## config.mk

```make
export PLATFORM = sky130hd
export DESIGN_NAME = pcfd_top
export DESIGN_NICKNAME = d
export VERILOG_FILES = /design/src/rtl/pcfd_pkg.sv /design/src/rtl/pcfd_top.sv
export SDC_FILE = /design/constraint.sdc
export NUM_CORES = 1
export LEC_CHECK = 0
export BUFFER_PORTS_ARGS = -buffer_cell sky130_fd_sc_hd__buf_4
export CORE_MARGIN = 2
export CORE_UTILIZATION = 35
export CTS_BUF_LIST = sky130_fd_sc_hd__clkbuf_16
export CTS_CLUSTER_SIZE = 14
export DETAILED_ROUTE_END_ITERATION = 10
export PLACE_DENSITY_LB_ADDON = 0.25
export SLEW_MARGIN = 0
export SYNTH_ARGS = -nofsm -noshare
export SYNTH_HDL_FRONTEND = slang
export SYNTH_SLANG_ARGS = --single-unit
export TNS_END_PERCENT = 10
```

## constraint.sdc

```tcl
create_clock -name CLK -period 10.75 [get_ports CLK]
set_clock_uncertainty 0.15 [all_clocks]
set_input_delay 1.075 -clock CLK [delete_from_list [all_inputs] [get_ports CLK]]
set_output_delay 1.075 -clock CLK [all_outputs]
set_load 0.02 [all_outputs]
```

## src/rtl/pcfd_pkg.sv

```systemverilog
// Package with constants and types for the programmable comparator and fault-dump block.
package pcfd_pkg;

  // Channel count and threshold code width.
  localparam int PCFD_CH = 4;
  localparam int PCFD_CODE_W = 12;

  // Threshold code type and its full-scale value.
  typedef logic [PCFD_CODE_W-1:0] pcfd_code_t;
  localparam pcfd_code_t PCFD_CODE_FULL = 12'hfff;

  // Comparator mode field encodings.
  localparam logic [1:0] PCFD_MODE_PLAIN = 2'h0;
  localparam logic [1:0] PCFD_MODE_HYST = 2'h1;
  localparam logic [1:0] PCFD_MODE_WIN = 2'h2;

  // Pin output source: top bit set routes a window result, low bits pick the channel.
  localparam int PCFD_GPO_WIN_BIT = 3;
  localparam logic [3:0] PCFD_GPO_WIN_CH0 = 4'h8;

  // Pin input function that arms the fault dump on a falling edge.
  localparam logic [3:0] PCFD_GPI_FAULT_FALL = 4'h2;

  // Scratch locations that receive the low and high halves of a read row.
  localparam logic [7:0] PCFD_SCRATCH_LOW_ADDR = 8'h9d;
  localparam logic [7:0] PCFD_SCRATCH_HIGH_ADDR = 8'h9e;

  // Fault-dump row layout: first row holds the status byte on top.
  localparam int PCFD_ROW_W = 32;
  localparam int PCFD_STATUS_POS = 24;
  localparam logic [23:0] PCFD_ROW1_FILL = 24'h000000;

  // Working settings, also the image kept in non-volatile storage.
  typedef struct packed {
    logic [PCFD_CH-1:0][1:0] mode;
    logic [PCFD_CH-1:0] en;
    logic [PCFD_CH-1:0] inv;
    logic [PCFD_CH-1:0] od;
    logic [PCFD_CH-1:0] oe;
    logic [PCFD_CH-1:0][PCFD_CODE_W-1:0] data;
    logic [PCFD_CH-1:0][PCFD_CODE_W-1:0] hi;
    logic [PCFD_CH-1:0][PCFD_CODE_W-1:0] lo;
    logic window_latch_enable;
    logic row_sel;
    logic [3:0] gpo_sel;
    logic pin_input_enable;
    logic pin_output_enable;
    logic [3:0] gpi_sel;
  } pcfd_cfg_s;

  // Settings after reset when nothing has been stored.
  localparam pcfd_cfg_s PCFD_CFG_RST = '0;

endpackage

```

## src/rtl/pcfd_top.sv

```systemverilog
// Digital control of a four-channel threshold comparator with fault dump and settings store.
//
// Overview of operation
// - Each of the four channels runs its own comparator mode.
// - Mode code 00 gives a plain single-threshold comparator.
// - Plain mode takes its threshold from the channel data code.
// - A channel compares only while its enable bit is set.
// - Invert bit set presents the inverted result on the channel output.
// - Open-drain bit picks open-drain or push-pull drive of the output pin.
// - The output pin is driven only while its output-enable bit is 1.
// - Each channel result always shows in a status flag bit.
// - Mode 01 switches at the upper and lower threshold codes.
// - Upper code at full scale or lower at zero makes hysteresis latch.
// - A channel flag-reset pulse releases that channel's latched output.
// - Mode 10 is a window comparator bounded by upper and lower codes.
// - Window results go to status bits, never to channel output pins.
// - One selected channel's window result can drive the general pin.
// - Output source value 1000 routes channel zero's window result.
// - Window-latch bit set makes all window results latching.
// - A latched window result clears only while the input is inside.
// - Fault dump starts on software trigger or mapped pin input event.
// - Input function 0010 starts the fault dump on a pin falling edge.
// - Row read copies low half to scratch 9D and high half to 9E.
// - Row select 0 reads the first stored row, 1 the second.
// - Store trigger saves the current settings in non-volatile storage.
// - Once stored, settings reload from storage on every reset.
// - Threshold codes are 12 bits wide.
`timescale 1ns/1ps
module pcfd_top
  import pcfd_pkg::*;
(
  // Clock, reset, and storage erase.
  input wire logic CLK,
  input wire logic RST_N,
  input wire logic NVM_CLEAR_N,
  // Per-channel comparator settings.
  input wire logic [PCFD_CH-1:0][1:0] CMP_MODE_SEL,
  input wire logic [PCFD_CH-1:0] CMP_ENABLE_BIT,
  input wire logic [PCFD_CH-1:0] CMP_INVERT_BIT,
  input wire logic [PCFD_CH-1:0] OPEN_DRAIN_SEL,
  input wire logic [PCFD_CH-1:0] CMP_PIN_DRIVE_ENABLE,
  input wire logic [PCFD_CH-1:0][PCFD_CODE_W-1:0] DATA_CODE,
  input wire logic [PCFD_CH-1:0][PCFD_CODE_W-1:0] UPPER_THRESHOLD_CODE,
  input wire logic [PCFD_CH-1:0][PCFD_CODE_W-1:0] LOWER_THRESHOLD_CODE,
  // Common settings.
  input wire logic WINDOW_LATCH_ENABLE,
  input wire logic STORED_ROW_SELECT,
  input wire logic [3:0] PIN_OUTPUT_SOURCE_SEL,
  input wire logic PIN_INPUT_ENABLE,
  input wire logic PIN_OUTPUT_ENABLE,
  input wire logic [3:0] PIN_INPUT_FUNCTION_SEL,
  input wire logic CONFIG_WRITE,
  // Trigger inputs.
  input wire logic [PCFD_CH-1:0] LATCH_CLEAR_TRIGGER,
  input wire logic FAULT_DUMP_TRIGGER,
  input wire logic STORE_SETTINGS_TRIGGER,
  input wire logic ROW_READ_TRIGGER,
  // Digitised level at each sense input.
  input wire logic [PCFD_CH-1:0][PCFD_CODE_W-1:0] SENSE_INPUT_PIN,
  // Channel output pins.
  output logic [PCFD_CH-1:0] CMP_OUT,
  output logic [PCFD_CH-1:0] CMP_OE_N,
  // General-purpose pin.
  input wire logic GPIO_IN,
  output logic GPIO_OUT,
  output logic GPIO_OE_N,
  // Status.
  output logic [PCFD_CH-1:0] CMP_RESULT_FLAG,
  output logic [PCFD_CH-1:0] WINDOW_RESULT_BIT,
  output logic [7:0] REG_A,
  output logic NVM_PROGRAMMED,
  // Scratch read port.
  input wire logic [7:0] SCRATCH_ADDR,
  output logic [15:0] SCRATCH_DATA
);

  // Reset synchroniser and working state.
  logic rst_meta;
  logic rst_n;
  pcfd_cfg_s cfg;
  pcfd_cfg_s host_cfg;
  pcfd_cfg_s nvm_cfg;
  logic store_settings_trigger;
  logic load_pending;
  logic [PCFD_ROW_W-1:0] nvm_row0;
  logic [PCFD_ROW_W-1:0] nvm_row1;
  logic [PCFD_ROW_W-1:0] scratch;
  logic [15:0] scratch_out;
  logic [PCFD_CH-1:0] clr_q;
  logic fault_q;
  logic store_q;
  logic read_q;
  logic gpio_q;
  logic [PCFD_CH-1:0] hyst;
  logic [PCFD_CH-1:0] win;
  logic [PCFD_CH-1:0] res;
  logic gpio_val;

  // Reset is asserted at once and released through two flip-flops.
  // Only the second flop feeds the logic, so a release close to a clock edge never spreads.
  always_ff @(posedge CLK or negedge RST_N) begin
    if (!RST_N) begin
      rst_meta <= 1'b0;
      rst_n <= 1'b0;
    end else begin
      rst_meta <= 1'b1;
      rst_n <= rst_meta;
    end
  end

  // Host settings gathered into one image.
  // The image reaches the working settings only on a write strobe.
  assign host_cfg.mode = CMP_MODE_SEL;
  assign host_cfg.en = CMP_ENABLE_BIT;
  assign host_cfg.inv = CMP_INVERT_BIT;
  assign host_cfg.od = OPEN_DRAIN_SEL;
  assign host_cfg.oe = CMP_PIN_DRIVE_ENABLE;
  assign host_cfg.data = DATA_CODE;
  assign host_cfg.hi = UPPER_THRESHOLD_CODE;
  assign host_cfg.lo = LOWER_THRESHOLD_CODE;
  assign host_cfg.window_latch_enable = WINDOW_LATCH_ENABLE;
  assign host_cfg.row_sel = STORED_ROW_SELECT;
  assign host_cfg.gpo_sel = PIN_OUTPUT_SOURCE_SEL;
  assign host_cfg.pin_input_enable = PIN_INPUT_ENABLE;
  assign host_cfg.pin_output_enable = PIN_OUTPUT_ENABLE;
  assign host_cfg.gpi_sel = PIN_INPUT_FUNCTION_SEL;

  // Trigger inputs reduced to one-cycle pulses on their rising edge.
  // A trigger held high acts once; it must drop for a cycle before it acts again.
  wire [PCFD_CH-1:0] clr_pulse = LATCH_CLEAR_TRIGGER & ~clr_q;
  wire sw_fault_pulse = FAULT_DUMP_TRIGGER & ~fault_q;
  wire store_pulse = STORE_SETTINGS_TRIGGER & ~store_q;
  wire read_pulse = ROW_READ_TRIGGER & ~read_q;

  // Fault source: software pulse or falling edge on the armed general pin.
  // The pin is watched only once the working settings arm it as a fault input.
  wire gpi_armed = cfg.pin_input_enable && (cfg.gpi_sel == PCFD_GPI_FAULT_FALL);
  wire pin_fall = gpi_armed && gpio_q && !GPIO_IN;
  wire fault_start = sw_fault_pulse || pin_fall;

  // Status byte and the two rows that a fault dump writes.
  // Each data byte keeps the top eight bits of the left-aligned 12-bit code.
  wire [7:0] status_byte = {win, res};
  wire [PCFD_ROW_W-1:0] dump_row0 = {status_byte, PCFD_ROW1_FILL};
  wire [PCFD_ROW_W-1:0] dump_row1 = {cfg.data[0][11:4], cfg.data[1][11:4],
                                     cfg.data[2][11:4], cfg.data[3][11:4]};

  // Edge-detect history of triggers and the general pin.
  // The pin history resets high to match the pulled-up idle level of the net,
  // so the release of reset is never taken for a falling edge.
  always_ff @(posedge CLK or negedge rst_n) begin
    if (!rst_n) begin
      clr_q <= 4'h0;
      fault_q <= 1'b0;
      store_q <= 1'b0;
      read_q <= 1'b0;
      gpio_q <= 1'b1;
    end else begin
      clr_q <= LATCH_CLEAR_TRIGGER;
      fault_q <= FAULT_DUMP_TRIGGER;
      store_q <= STORE_SETTINGS_TRIGGER;
      read_q <= ROW_READ_TRIGGER;
      gpio_q <= GPIO_IN;
    end
  end

  // Working settings: restored from storage after reset, then taken on host writes.
  // The restore runs once, in the first cycle after the internal reset lets go.
  // A host write in that same cycle wins, since it carries the newer intent.
  always_ff @(posedge CLK or negedge rst_n) begin
    if (!rst_n) begin
      cfg <= PCFD_CFG_RST;
      load_pending <= 1'b1;
    end else begin
      load_pending <= 1'b0;
      if (CONFIG_WRITE) begin
        cfg <= host_cfg;
      end else if (load_pending && store_settings_trigger) begin
        cfg <= nvm_cfg;
      end
    end
  end

  // Non-volatile model: survives the functional reset, cleared only by erase.
  // Neither a store nor a dump acts while the internal reset is still held.
  // A new dump overwrites both rows, so only the latest fault is kept.
  always_ff @(posedge CLK or negedge NVM_CLEAR_N) begin
    if (!NVM_CLEAR_N) begin
      nvm_cfg <= PCFD_CFG_RST;
      store_settings_trigger <= 1'b0;
      nvm_row0 <= 32'h00000000;
      nvm_row1 <= 32'h00000000;
    end else begin
      if (store_pulse && rst_n) begin
        nvm_cfg <= cfg;
        store_settings_trigger <= 1'b1;
      end
      if (fault_start && rst_n) begin
        nvm_row0 <= dump_row0;
        nvm_row1 <= dump_row1;
      end
    end
  end

  // Row read into scratch and registered scratch read-back.
  // Read data follows the address by one cycle; unused addresses read zero.
  // A row read lands one cycle after its trigger, so fresh data lags by two.
  assign scratch_out = (SCRATCH_ADDR == PCFD_SCRATCH_LOW_ADDR) ? scratch[15:0] :
                       (SCRATCH_ADDR == PCFD_SCRATCH_HIGH_ADDR) ? scratch[31:16] :
                       16'h0000;
  always_ff @(posedge CLK or negedge rst_n) begin
    if (!rst_n) begin
      scratch <= 32'h00000000;
      SCRATCH_DATA <= 16'h0000;
    end else begin
      if (read_pulse) begin
        scratch <= cfg.row_sel ? nvm_row1 : nvm_row0;
      end
      SCRATCH_DATA <= scratch_out;
    end
  end

  // Per-channel comparators, each with its own mode.
  // Each compares the digitised sense level against its codes; in plain mode the
  // result is high while the level lies below the data code.
  for (genvar ch = 0; ch < PCFD_CH; ch++) begin : g_ch
    wire [PCFD_CODE_W-1:0] sense = SENSE_INPUT_PIN[ch];
    wire above_hi = sense > cfg.hi[ch];
    wire below_lo = sense < cfg.lo[ch];
    wire below_data = sense < cfg.data[ch];
    wire outside = above_hi || below_lo;
    // Resting level of the hysteresis state: low when the upper code is full scale.
    wire idle = (cfg.hi[ch] != PCFD_CODE_FULL);
    wire raw = (cfg.mode[ch] == PCFD_MODE_PLAIN) ? below_data :
               (cfg.mode[ch] == PCFD_MODE_HYST) ? hyst[ch] : 1'b0;
    wire next_res = raw ^ cfg.inv[ch];

    // Hysteresis state: an upper crossing pulls it low, a lower crossing pulls it high.
    // With a threshold code at its limit one crossing never comes, so the state sticks
    // until a flag-reset pulse returns it to its resting level.
    always_ff @(posedge CLK or negedge rst_n) begin
      if (!rst_n) begin
        hyst[ch] <= 1'b1;
      end else if (!cfg.en[ch]) begin
        hyst[ch] <= idle;
      end else if (clr_pulse[ch]) begin
        hyst[ch] <= idle;
      end else if (above_hi) begin
        hyst[ch] <= 1'b0;
      end else if (below_lo) begin
        hyst[ch] <= 1'b1;
      end
    end

    // Window state: transparent, or latched until a flag-reset comes with the input inside.
    // An outside level in the same cycle as the reset keeps the latch set.
    always_ff @(posedge CLK or negedge rst_n) begin
      if (!rst_n) begin
        win[ch] <= 1'b0;
      end else if (!cfg.en[ch] || (cfg.mode[ch] != PCFD_MODE_WIN)) begin
        win[ch] <= 1'b0;
      end else if (!cfg.window_latch_enable || outside) begin
        win[ch] <= outside;
      end else if (clr_pulse[ch]) begin
        win[ch] <= 1'b0;
      end
    end

    // Registered channel result; a disabled channel reads zero.
    always_ff @(posedge CLK or negedge rst_n) begin
      if (!rst_n) begin
        res[ch] <= 1'b0;
      end else if (!cfg.en[ch]) begin
        res[ch] <= 1'b0;
      end else begin
        res[ch] <= next_res;
      end
    end

    // Pin drive: open-drain only pulls low, push-pull drives both levels.
    // In open-drain mode a high result releases the pin and the pull-up sets the level.
    assign CMP_OUT[ch] = res[ch] && !cfg.od[ch];
    assign CMP_OE_N[ch] = !(cfg.oe[ch] && (!cfg.od[ch] || !res[ch]));
  end

  // General pin output: window result of the selected channel.
  // A source value without its top bit set keeps the pin low.
  assign gpio_val = cfg.gpo_sel[PCFD_GPO_WIN_BIT] && win[cfg.gpo_sel[1:0]];
  always_ff @(posedge CLK or negedge rst_n) begin
    if (!rst_n) begin
      GPIO_OUT <= 1'b0;
    end else begin
      GPIO_OUT <= gpio_val;
    end
  end
  assign GPIO_OE_N = !cfg.pin_output_enable;

  // Status outputs.
  // The status byte holds the window bits above the result flags.
  assign CMP_RESULT_FLAG = res;
  assign WINDOW_RESULT_BIT = win;
  assign REG_A = status_byte;
  assign NVM_PROGRAMMED = store_settings_trigger;

endmodule

```

After elaboration in Yosys (flattened, before gate mapping)

Index checks and enable logic that the tools add are counted.

Reduce and logical (&&, ||, !) cells: 60
Equal/unequal tests: 19
Bitwise logic cells: 12
$lt $le $gt $ge: 13
Multiplexer cells: 47

Operators with widths:

| operator                                                   | count |
|---|---|
| 2-to-1 mux 180 bit                                         | 2 |
| less-than comparator 12 bit                                | 8 |
| > comparator 12 bit                                        | 4 |
| inequality test 12 bit, second input constant              | 4 |
| 2-to-1 mux 1 bit                                           | 41 |
| 2-to-1 mux 16 bit                                          | 2 |
| 2-to-1 mux 32 bit                                          | 1 |
| logical NOT 1 bit                                          | 19 |
| logical OR 1 bit                                           | 17 |
| == test 8 bit, second input constant                       | 2 |
| inequality test 4 x 1 -> 1 bit, second input constant      | 4 |
| logical AND 1 bit                                          | 15 |
| nonzero test 3 bit                                         | 4 |
| == test 2 x 1 -> 1 bit, second input constant              | 4 |
| logical NOT 2 bit                                          | 4 |
| inequality test 2 bit, second input constant               | 4 |
| bitwise AND 4 bit                                          | 1 |
| == test 4 x 2 -> 1 bit, second input constant              | 1 |
| NOT 4 bit                                                  | 1 |
| XOR 1 bit                                                  | 4 |
| bitwise AND 1 bit                                          | 3 |
| less-than comparator 2 x 3 -> 1 bit, second input constant | 1 |
| NOT 1 bit                                                  | 3 |
| binary-select mux 1 bit (select 2 bit)                     | 1 |
| nonzero test 2 bit                                         | 1 |

Bits of input ports: 248
Bits in registers: 473
Output and inout port bits: 43

Longest topological paths before layout

Gate-level depths: netlist of run 1.

Depth in word-level cells: 6
Gate-level depth with buffers: 8
Depth with buffers taken out: 8

Worst setup path after synthesis of run 1

Ideal clock, no wire load.

Path type: reg-to-reg
From: register rst_n
To: register nvm_row0[25]
Slack: 2.648 ns
Clock period less this slack: 8.102 ns
Path buffers: 1
Data required time: 10.475 ns
Arrival time: 7.828 ns
Cell stages (with the launch flop): 4
Cells stage by stage: dfrtp_1 o21ai_1 buf_2 mux2_2

Word-level cells in the longest chain between the ends: 1

RTL lines:

| item                   | line            | text |
|---|---|---|
| from (decl)            | pcfd_top.sv:79  | `logic rst_n;` |
| from (signal assigned) | pcfd_top.sv:107 | `rst_n <= rst_meta;` |
| logical AND 1 bit      | pcfd_top.sv:198 | `if (fault_start && rst_n) begin` |
| to (signal assigned)   | pcfd_top.sv:199 | `nvm_row0 <= dump_row0;` |
| to (decl)              | pcfd_top.sv:85  | `logic [PCFD_ROW_W-1:0] nvm_row0;` |

No other way between the ends.
A chain may end at the register's enable or synchronous reset.

Final worst setup path of run 1

From: register rst_n
To: register nvm_cfg[84] (netlist name)

Word-level cells in the longest chain between the ends: 1

RTL lines:

| item                 | line            | text |
|---|---|---|
| logical AND 1 bit    | pcfd_top.sv:194 | `if (store_pulse && rst_n) begin` |
| to (signal assigned) | pcfd_top.sv:195 | `nvm_cfg <= cfg;` |
| to (decl)            | pcfd_top.sv:82  | `pcfd_cfg_s nvm_cfg;` |

No other way between the ends.

==> impl_metrics.toml, run 1 <==
[setup_path]
cp_top_family = "buffers and inverters"
cp.required_ps = 11070
endpoint_kind = "register"
slowest_delay_ps = 850
cp_max_fo = 212
slowest_stage = "buf_4"
critPathKind = "register to register"
critPathLaunchType = "register"
path_buf_inv = 2
path_cells = "nand3b_1, buf_12, buf_4, mux2_2"
cp.arrival_ps = 3790

[synth]
syn-instance-count = 2171
synth.ff_latch_count = 471
synth_area_per_cell_sq_um = 10.2
synth_edf_count = 0
yosys_warnings = 0
synth-main-ff-cell = "dfrtp_1"
ys_seq_area_share_pct = 53.0
syn-cell-area_sq_um = 22300
yosysUniqueCellTypes = 52
async_reset_ff_share_pct = 100
synth_fp_nets = 2555

[place]
place_congestion = 0.836
io_buffer_count = 289
postPlaceCellArea_sq_um = 25100
numPlacedInstances = 3199
dp_hpwl_microns = 43000

[layout]
layout_common_cells = "dfrtp_1, nand2_1, o21ai_0"
area_delta_synth_final_pct = 21.3
instances_no_fill = 3306
finish.instance_area_sq_um = 27000
fillers = 6099
final_nets = 2794
drive_gt1_share_pct = 18.4
final_common_cell = "dfrtp_1"

[hold_path]
hold_path.class = "input pin to async pin"

[global_routing]
grt_overflow = 0
grt_max_degree = 213
grt_first_pass_wirelength_microns = 98300
grt_use_total_pct = 19.1
antenna_found_initial = 10
grt_pass1_vias = 16900

[timing]
finalSetupTns_ps = 0
period_share_pct = 32.3
rsz0062_at_grt = "false"
slew_headroom_pct = 21.9
final-hold-violation-count = 0
worst_slew_pin_slew_ps = 1170
fmax_mhz = 288
setup_viol = 0
drv_slew = 0
period_minus_slack_ps = 3470

[power]
vdd_drop_max_v = 0.000106
power_density_nw_per_um2 = 183
leakagePower_nw = 13.2

[clock_network]
clock_sinks = 471
clk_latency_ps = 600
clock_path_buffers = 3
cts.clk_slew.worst_paths_ps = 60
post_cts_buffers = 0
cts_made_buffers = 55
cts_tree = "yes"
ctsResizeCount = 0
htree_levels = 2
ctsRootBufferMaster = "clkbuf_16"
ctsHoldBuffers = 0

[drt]
first_iter_violations = 1092
routed_wl_microns = 62200
num_vias = 16400
vias_per_cell = 4.95
dr.pass1.iters = 5
drc = 0
final_antenna_net_count = 0
routedWlPerCell_microns = 18.8

[status]
status = "finished, final reports clean"

[floorplan]
num_rows = 92
dieArea_sq_um = 65600
initial_core_util_pct = 35.3
core_area_sq_um = 63000
die_height_microns = 256
io_pins = 291
die_w_microns = 256

[run]
cap_violations = 0
## cell type report
cell class	instances	area [sq um]	share of cell area, %
diodes	4	10.0	0.0371
clock buffers	57	1430	5.29
clock inverters	46	403	1.49
inverters	138	518	1.92
multi-input cells	1441	9460	35.0
flip-flops and latches	471	11800	43.7
well taps	846	1060	3.92
repair buffers	303	2310	8.58
## cells in the mapped netlist (5+ instances only)
cell / instances / share of area [%]
inv_1: 138 / 2.3
nor2_1: 11 / 0.19
nand3_1: 18 / 0.40
nor2b_1: 8 / 0.22
buf_4: 8 / 0.27
a2111oi_0: 7 / 0.28
nand2b_1: 17 / 0.48
o21ai_0: 380 / 8.5
nand3b_1: 5 / 0.17
ha_1: 136 / 7.6
nor4_1: 6 / 0.17
nor3_1: 8 / 0.18
dfrtp_1: 465 / 52
nand2_1: 423 / 7.1
mux2_2: 54 / 2.7
and2_1: 5 / 0.14
a22o_1: 17 / 0.67
a21o_1: 22 / 0.74
buf_1: 13 / 0.22
nand4_1: 34 / 0.96
a211o_1: 7 / 0.28
a31oi_1: 7 / 0.20
mux2i_1: 187 / 8.4
buf_2: 16 / 0.36
o21a_1: 7 / 0.24
a21oi_1: 34 / 0.76
dfstp_2: 6 / 0.71
clkbuf_1: 84 / 1.4
## worst register-to-register path: stages (launching register included)
cell and delay [ps]:
dfrtp_4 720, nand3b_1 310, buf_12 630, buf_4 1020
mux2_2 510
## stage by stage
step | hold WS, ps | util [%] | power, mW | setup slack [ps]
detailed placement | 192 | 39.9 | 3.08 | 7050
CTS | 53.8 | 42.8 | 5.00 | 7350
floorplan | 181 | - | 2.74 | 2650
finish | 94.5 | 42.9 | 4.94 | 7280
global placement | 189 | 39.9 | 3.04 | 7090
global route | 64.0 | 42.9 | 5.22 | 7060
## where the power goes
| part | switching [mW] | total (mW) | internal, mW |
|---|---|---|---|
| Sequential | 0.185 | 2.24 | 2.05 |
| Combinational | 0.440 | 0.801 | 0.362 |
| Clock | 0.773 | 1.90 | 1.13 |
## flip-flops by register name, indices dropped and copies added, names as in the netlist, 4 cells and up
register and count:
CMP_RESULT_FLAG 4, REG_A 4, SCRATCH_DATA 16, cfg 179, clr_q 4, hyst 4
nvm_cfg 179, nvm_row0 8, nvm_row1 32, scratch 32
## final timing paths
check                               from               to  slack (ps)  cells past startpoint
worst max-delay path               rst_n      nvm_cfg[84]        7280                      4
worst min-delay path               RST_N            rst_n          90                      1
worst max register to register     rst_n      nvm_cfg[84]        7280                      4
worst min register to register  rst_meta            rst_n         200                      0
max in group asynchronous          rst_n  SCRATCH_DATA[5]        7970                      2
min in group CLK                rst_meta            rst_n         200                      0
## per-layer routing
layer,global-route usage (%),wire length (microns),vias to the layer above
li1,-,-,7963
met1,25.3,28000,7960
met2,31.2,29500,315
met3,3.97,3140,104
met4,5.93,1500,12
met5,0,74,-
## cell families after synthesis
kind of cell | count (synthesis) | synth area share [%]
other | 2 | 0.0337
multiplexers | 242 | 11.2
buffers and inverters | 259 | 4.59
flip-flops | 471 | 53.0
AO/OA/AOI/OAI | 508 | 12.7
AND/OR/NAND/NOR | 549 | 10.6
adder cells (fa/ha/maj) | 136 | 7.65
XOR/XNOR | 4 | 0.157
Power figures use the tool's default switching activity.
==> inputs of run 2 (changes only) <==
==> constraint.sdc (replaced) <==
create_clock -name CLK -period 3 [get_ports CLK]
set_clock_uncertainty 0.15 [all_clocks]
set_input_delay 0.3 -clock CLK [delete_from_list [all_inputs] [get_ports CLK]]
set_output_delay 0.3 -clock CLK [all_outputs]
set_load 0.02 [all_outputs]
==> impl_metrics.toml, run 2 (synthesized netlist as in run 1, its figures left out) <==
[layout]
fillers = 5896
final_nets = 3005
utilization_pct = 46.4
top_regs = "cfg (179), nvm_cfg (179)"
drive_gt1_share_pct = 17.8
final_common_cell = "dfrtp_1"
area_delta_synth_final_pct = 31.4
layout_common_cells = "dfrtp_1, nand2_1, o21ai_0"

[place]
place_ws_ps = 564
dp_hpwl_microns = 44600
place_congestion = 0.825
io_buffer_count = 289

[power]
comb_power_share_pct = 17.3
sw_frac_of_total_pct = 28.2
clock_power_share_pct = 38.1
internal-power_mw = 13.0
p_switching_mw = 5.10
seq_power_share_pct = 44.6
power_density_nw_per_um2 = 618
power_mw = 18.1
leakagePower_nw = 14.2
vdd_drop_max_v = 0.000422

[setup_path]
endpoint_kind = "register"
critPathKind = "register to register"
path_buf_inv = 1
worstReg2RegStart = "cfg[153]"
crit_path_start = "cfg[153]"
path_cells = "inv_1, ha_1, a21o_1, a21o_1, a211o_1, o41ai_1, xor2_1, and2_1"
cp_top_family = "compound AO/OA/AOI/OAI gates"
slowest_delay_ps = 470
path_common_cell = "a21o_1"
cp.arrival_ps = 2720
cp.required_ps = 3340
ff2ff_setup_slack_ps = 610
slowest_stage = "o41ai_1"
critPathLaunchType = "register"
cp_max_fo = 3

[drt]
routedWlPerCell_microns = 18.3
vias_per_cell = 4.91
drc = 0
routed_wl_microns = 64200
first_iter_violations = 978
num_vias = 17300
dr.pass1.iters = 5
final_antenna_net_count = 0

[clock_network]
ctsRootBufferMaster = "clkbuf_16"
cts.clk_slew.worst_paths_ps = 60
cts_tree = "yes"
cts_made_buffers = 54
clock_path_buffers = 3
clock_sinks = 471
ctsResizeCount = 0
post_cts_buffers = 0
htree_levels = 2
clk_latency_ps = 610

[run]
cap_violations = 0

[global_routing]
grt.busiest_layer = "met2"
grt_util_met3_pct = 3.57
grt_overflow = 0
grt_use_total_pct = 19.6
grt_first_pass_wirelength_microns = 102000
grt_pass1_vias = 18000
antenna_found_initial = 8
grt_use_met2_pct = 32.2
grt_max_degree = 133
use_met1_pct = 26.3

[hold_path]
min-delay-start = "CONFIG_WRITE"
hold_path.class = "input pin to register"

[timing]
period_share_pct = 79.5
fmax_mhz = 419
final-hold-violation-count = 0
worst_slew_pin_slew_ps = 1080
setup_viol = 0
fin_ws_ps = 614
period_minus_slack_ps = 2390
rsz0062_at_grt = "false"
slew_headroom_pct = 27.8
drv_slew = 0
holdWs_ps = 50.7

[floorplan]
core_area_sq_um = 63000
die_height_microns = 256
dieArea_sq_um = 65600
io_pins = 291
num_rows = 92
die_w_microns = 256
initial_core_util_pct = 35.3

[status]
status = "finished, final reports clean"
[run 2: cell types whose count changed in the layout (fill, tap and decap cells not counted), sizes merged]
cell         before  now
bufinv            7    9
diode             4    1
buf             303  325
clkinv           25   22
dlygate4sd3       0  190
clkinvlp          5    6
clkbuf           57   55
[run 2: tightest hold or removal path, delay by kind of cell]
kind | cells | cell delay [ps]
simple gates | 1 | 130
compound gates | 1 | 70
buf+inv | 1 | 250
[run 2: area by class of cell]
class	instances	area [sq um]	share of cell area [%]
antenna	1	2.50	0.00856
clock buffer	55	1380	4.71
tap	846	1060	3.62
clock inverter	46	462	1.58
timing repair buffer	515	4560	15.6
multi-input combinational	1441	9460	32.4
sequential	471	11800	40.4
inverter	138	518	1.77
[run 2: path summary, 6_finish.rpt]
kind                            cells after the start            endpoint
worst max register to register                      8  CMP_RESULT_FLAG[3]
worst min register to register                      0             cfg[20]
max in group asynchronous                           1     SCRATCH_DATA[6]
worst min-delay path                                3             cfg[36]
min in group asynchronous                           0             cfg[20]
worst max-delay path                                8  CMP_RESULT_FLAG[3]
[run 2: through the flow]
stage                     std cells  setup TNS (ps)  area (sq um)
after floorplan                2171         -113910         22300
after global placement         3221               0         25500
after detailed placement       3221               0         25500
after CTS                      3512               0         29200
after global routing           3513               0         29200
final                          3513               0         29200
[run 2: what timing repair did]
| item | in CTS | in global routing |
|---|---|---|
| hold buffers | 190 | 0 |
| endpoints found under the setup margin | 0 | 0 |
| endpoints found under the hold margin | 256 | 0 |
[run 2: layer usage]
metal  wire length, microns  vias to the layer above
li1                       -                     8375
met1                  29400                     8439
met2                  30400                      334
met3                   2730                      101
met4                   1580                       12
met5                     81                        -
[run 2: power groups by stage]
stage,registers [mW],clock network (mW),logic [mW]
floorplan,7.95,0,1.88
global placement,8.12,0,2.84
detailed placement,8.18,0,2.95
CTS,8.07,7.07,3.16
global route,8.20,7.32,3.54
finish,8.06,6.89,3.12
==> inputs of run 3 (changes only) <==
==> constraint.sdc (replaced) <==
create_clock -name CLK -period 2.18 [get_ports CLK]
set_clock_uncertainty 0.15 [all_clocks]
set_input_delay 0.218 -clock CLK [delete_from_list [all_inputs] [get_ports CLK]]
set_output_delay 0.218 -clock CLK [all_outputs]
set_load 0.02 [all_outputs]
==> impl_metrics.toml, run 3 (synthesized netlist as in run 1, its figures left out) <==
[setup_path]
endpoint_kind = "register"
reg2regPathDepth = 8
worstReg2RegStart = "cfg[129]"
cp.required_ps = 2520
cp.arrival_ps = 2490
path_cells = "inv_1, ha_1, buf_4, nand4_1, nor4_2, o41ai_4, xor2_1, and2_1"
critPathLaunchType = "register"
slowest_delay_ps = 440
critPathKind = "register to register"
crit_path_start = "cfg[129]"
slowest_stage = "nor4_2"
r2r_end = "CMP_RESULT_FLAG[1]"
ff2ff_setup_slack_ps = 30
cp_max_fo = 2

[timing]
drv_slew = 0
finalSetupTns_ps = 0
slew_headroom_pct = 44.9
rsz0062_at_grt = "true"
period_share_pct = 98.5
period_minus_slack_ps = 2150
fin_ws_ps = 33.6
setup_viol = 0
final-hold-violation-count = 0
worst_slew_pin_slew_ps = 827
fmax_mhz = 466

[place]
place_ws_ps = -200
dp_hpwl_microns = 46500
io_buffer_count = 289
numPlacedInstances = 3267
place_congestion = 0.853

[global_routing]
grt_pass1_vias = 18700
grt_util_met3_pct = 2.88
antenna_found_initial = 7
grt_overflow = 0
grt_use_total_pct = 20.2
use_met1_pct = 26.9
grt_first_pass_wirelength_microns = 105000
grt_max_degree = 126
grt.busiest_layer = "met2"
grt_use_met2_pct = 34.0

[run]
cap_violations = 0

[power]
leakagePower_nw = 14.6
power_density_nw_per_um2 = 821
vdd_drop_max_v = 0.000521

[layout]
area_delta_synth_final_pct = 35.7
utilization_pct = 48.0
antenna_cells = 0
drive_gt1_share_pct = 20.1
final_nets = 3091
top_regs = "cfg (179), nvm_cfg (179)"
layout_common_cells = "dfrtp_1, nand2_1, buf_4"
instances_no_fill = 3598
final_common_cell = "dfrtp_1"

[drt]
routedWlPerCell_microns = 18.5
final_antenna_net_count = 0
routed_wl_microns = 66400
vias_per_cell = 4.93
num_vias = 17800
first_iter_violations = 1040
drc = 0
dr.pass1.iters = 7

[clock_network]
htree_levels = 2
cts_tree = "yes"
cts_made_buffers = 54
clock_sinks = 471
ctsRootBufferMaster = "clkbuf_16"
clock_path_buffers = 3
clk_latency_ps = 600
cts.clk_slew.worst_paths_ps = 60

[floorplan]
die_height_microns = 256
dieArea_sq_um = 65600
die_w_microns = 256
io_pins = 291
num_rows = 92
initial_core_util_pct = 35.3
core_area_sq_um = 63000

[hold_path]
hold_path.class = "register to async pin"

[status]
status = "finished, final reports clean"
## run 3: final cells by class
cell class | instances | area (sq um)
Clock buffer | 55 | 1380
Fill cell | 5768 | 32800
Tap cell | 846 | 1060
Timing Repair Buffer | 601 | 5400
Inverter | 138 | 518
Clock inverter | 46 | 359
Sequential cell | 471 | 11800
Multi-Input combinational cell | 1441 | 9690
## run 3: power breakdown
part,switching [mW],internal [mW]
Sequential,0.944,10.1
Combinational,2.40,2.33
Clock,3.75,5.26
Total,7.08,17.7
## run 3: metal layers
metal  wire length (microns)  share of wire, %
met1                   30100                45
met5                      78              0.12
met2                   32200                48
met3                    2400               3.6
met4                    1640               2.5
## run 3: critical path: cells and delay by family, from the launching register on
family,cells,cell delay (ps)
buffers and inverters,2,160
AND/OR/NAND/NOR,3,770
AO/OA/AOI/OAI,1,130
adder cells (fa/ha/maj),1,300
XOR/XNOR,1,170
flip-flops,1,350
## run 3: timing repair
item	CTS	global route
gates cloned	0	2
setup endpoints to repair	8	19
setup buffers	0	9
hold endpoints to repair	420	0
pin swaps	2	23
hold buffers	219	0
gates resized for setup	9	34
## run 3: worst max path at each step
stage | endpoint | slack (ps)
global route | REG_A[4] | -50
detailed placement | CMP_RESULT_FLAG[2] | -200
global placement | CMP_RESULT_FLAG[2] | -200
finish | CMP_RESULT_FLAG[1] | 30
CTS | REG_A[4] | -30
floorplan | nvm_row0[25] | -1410
## run 3: stage by stage
stage	hold WS [ps]	power, mW	area, sq um
global placement	-149	15.2	25900
finish	1.04	24.8	30200
floorplan	-228	13.5	22300
CTS	8.73	24.9	29900
global route	11.1	26.2	30200
detailed placement	-148	15.4	25900
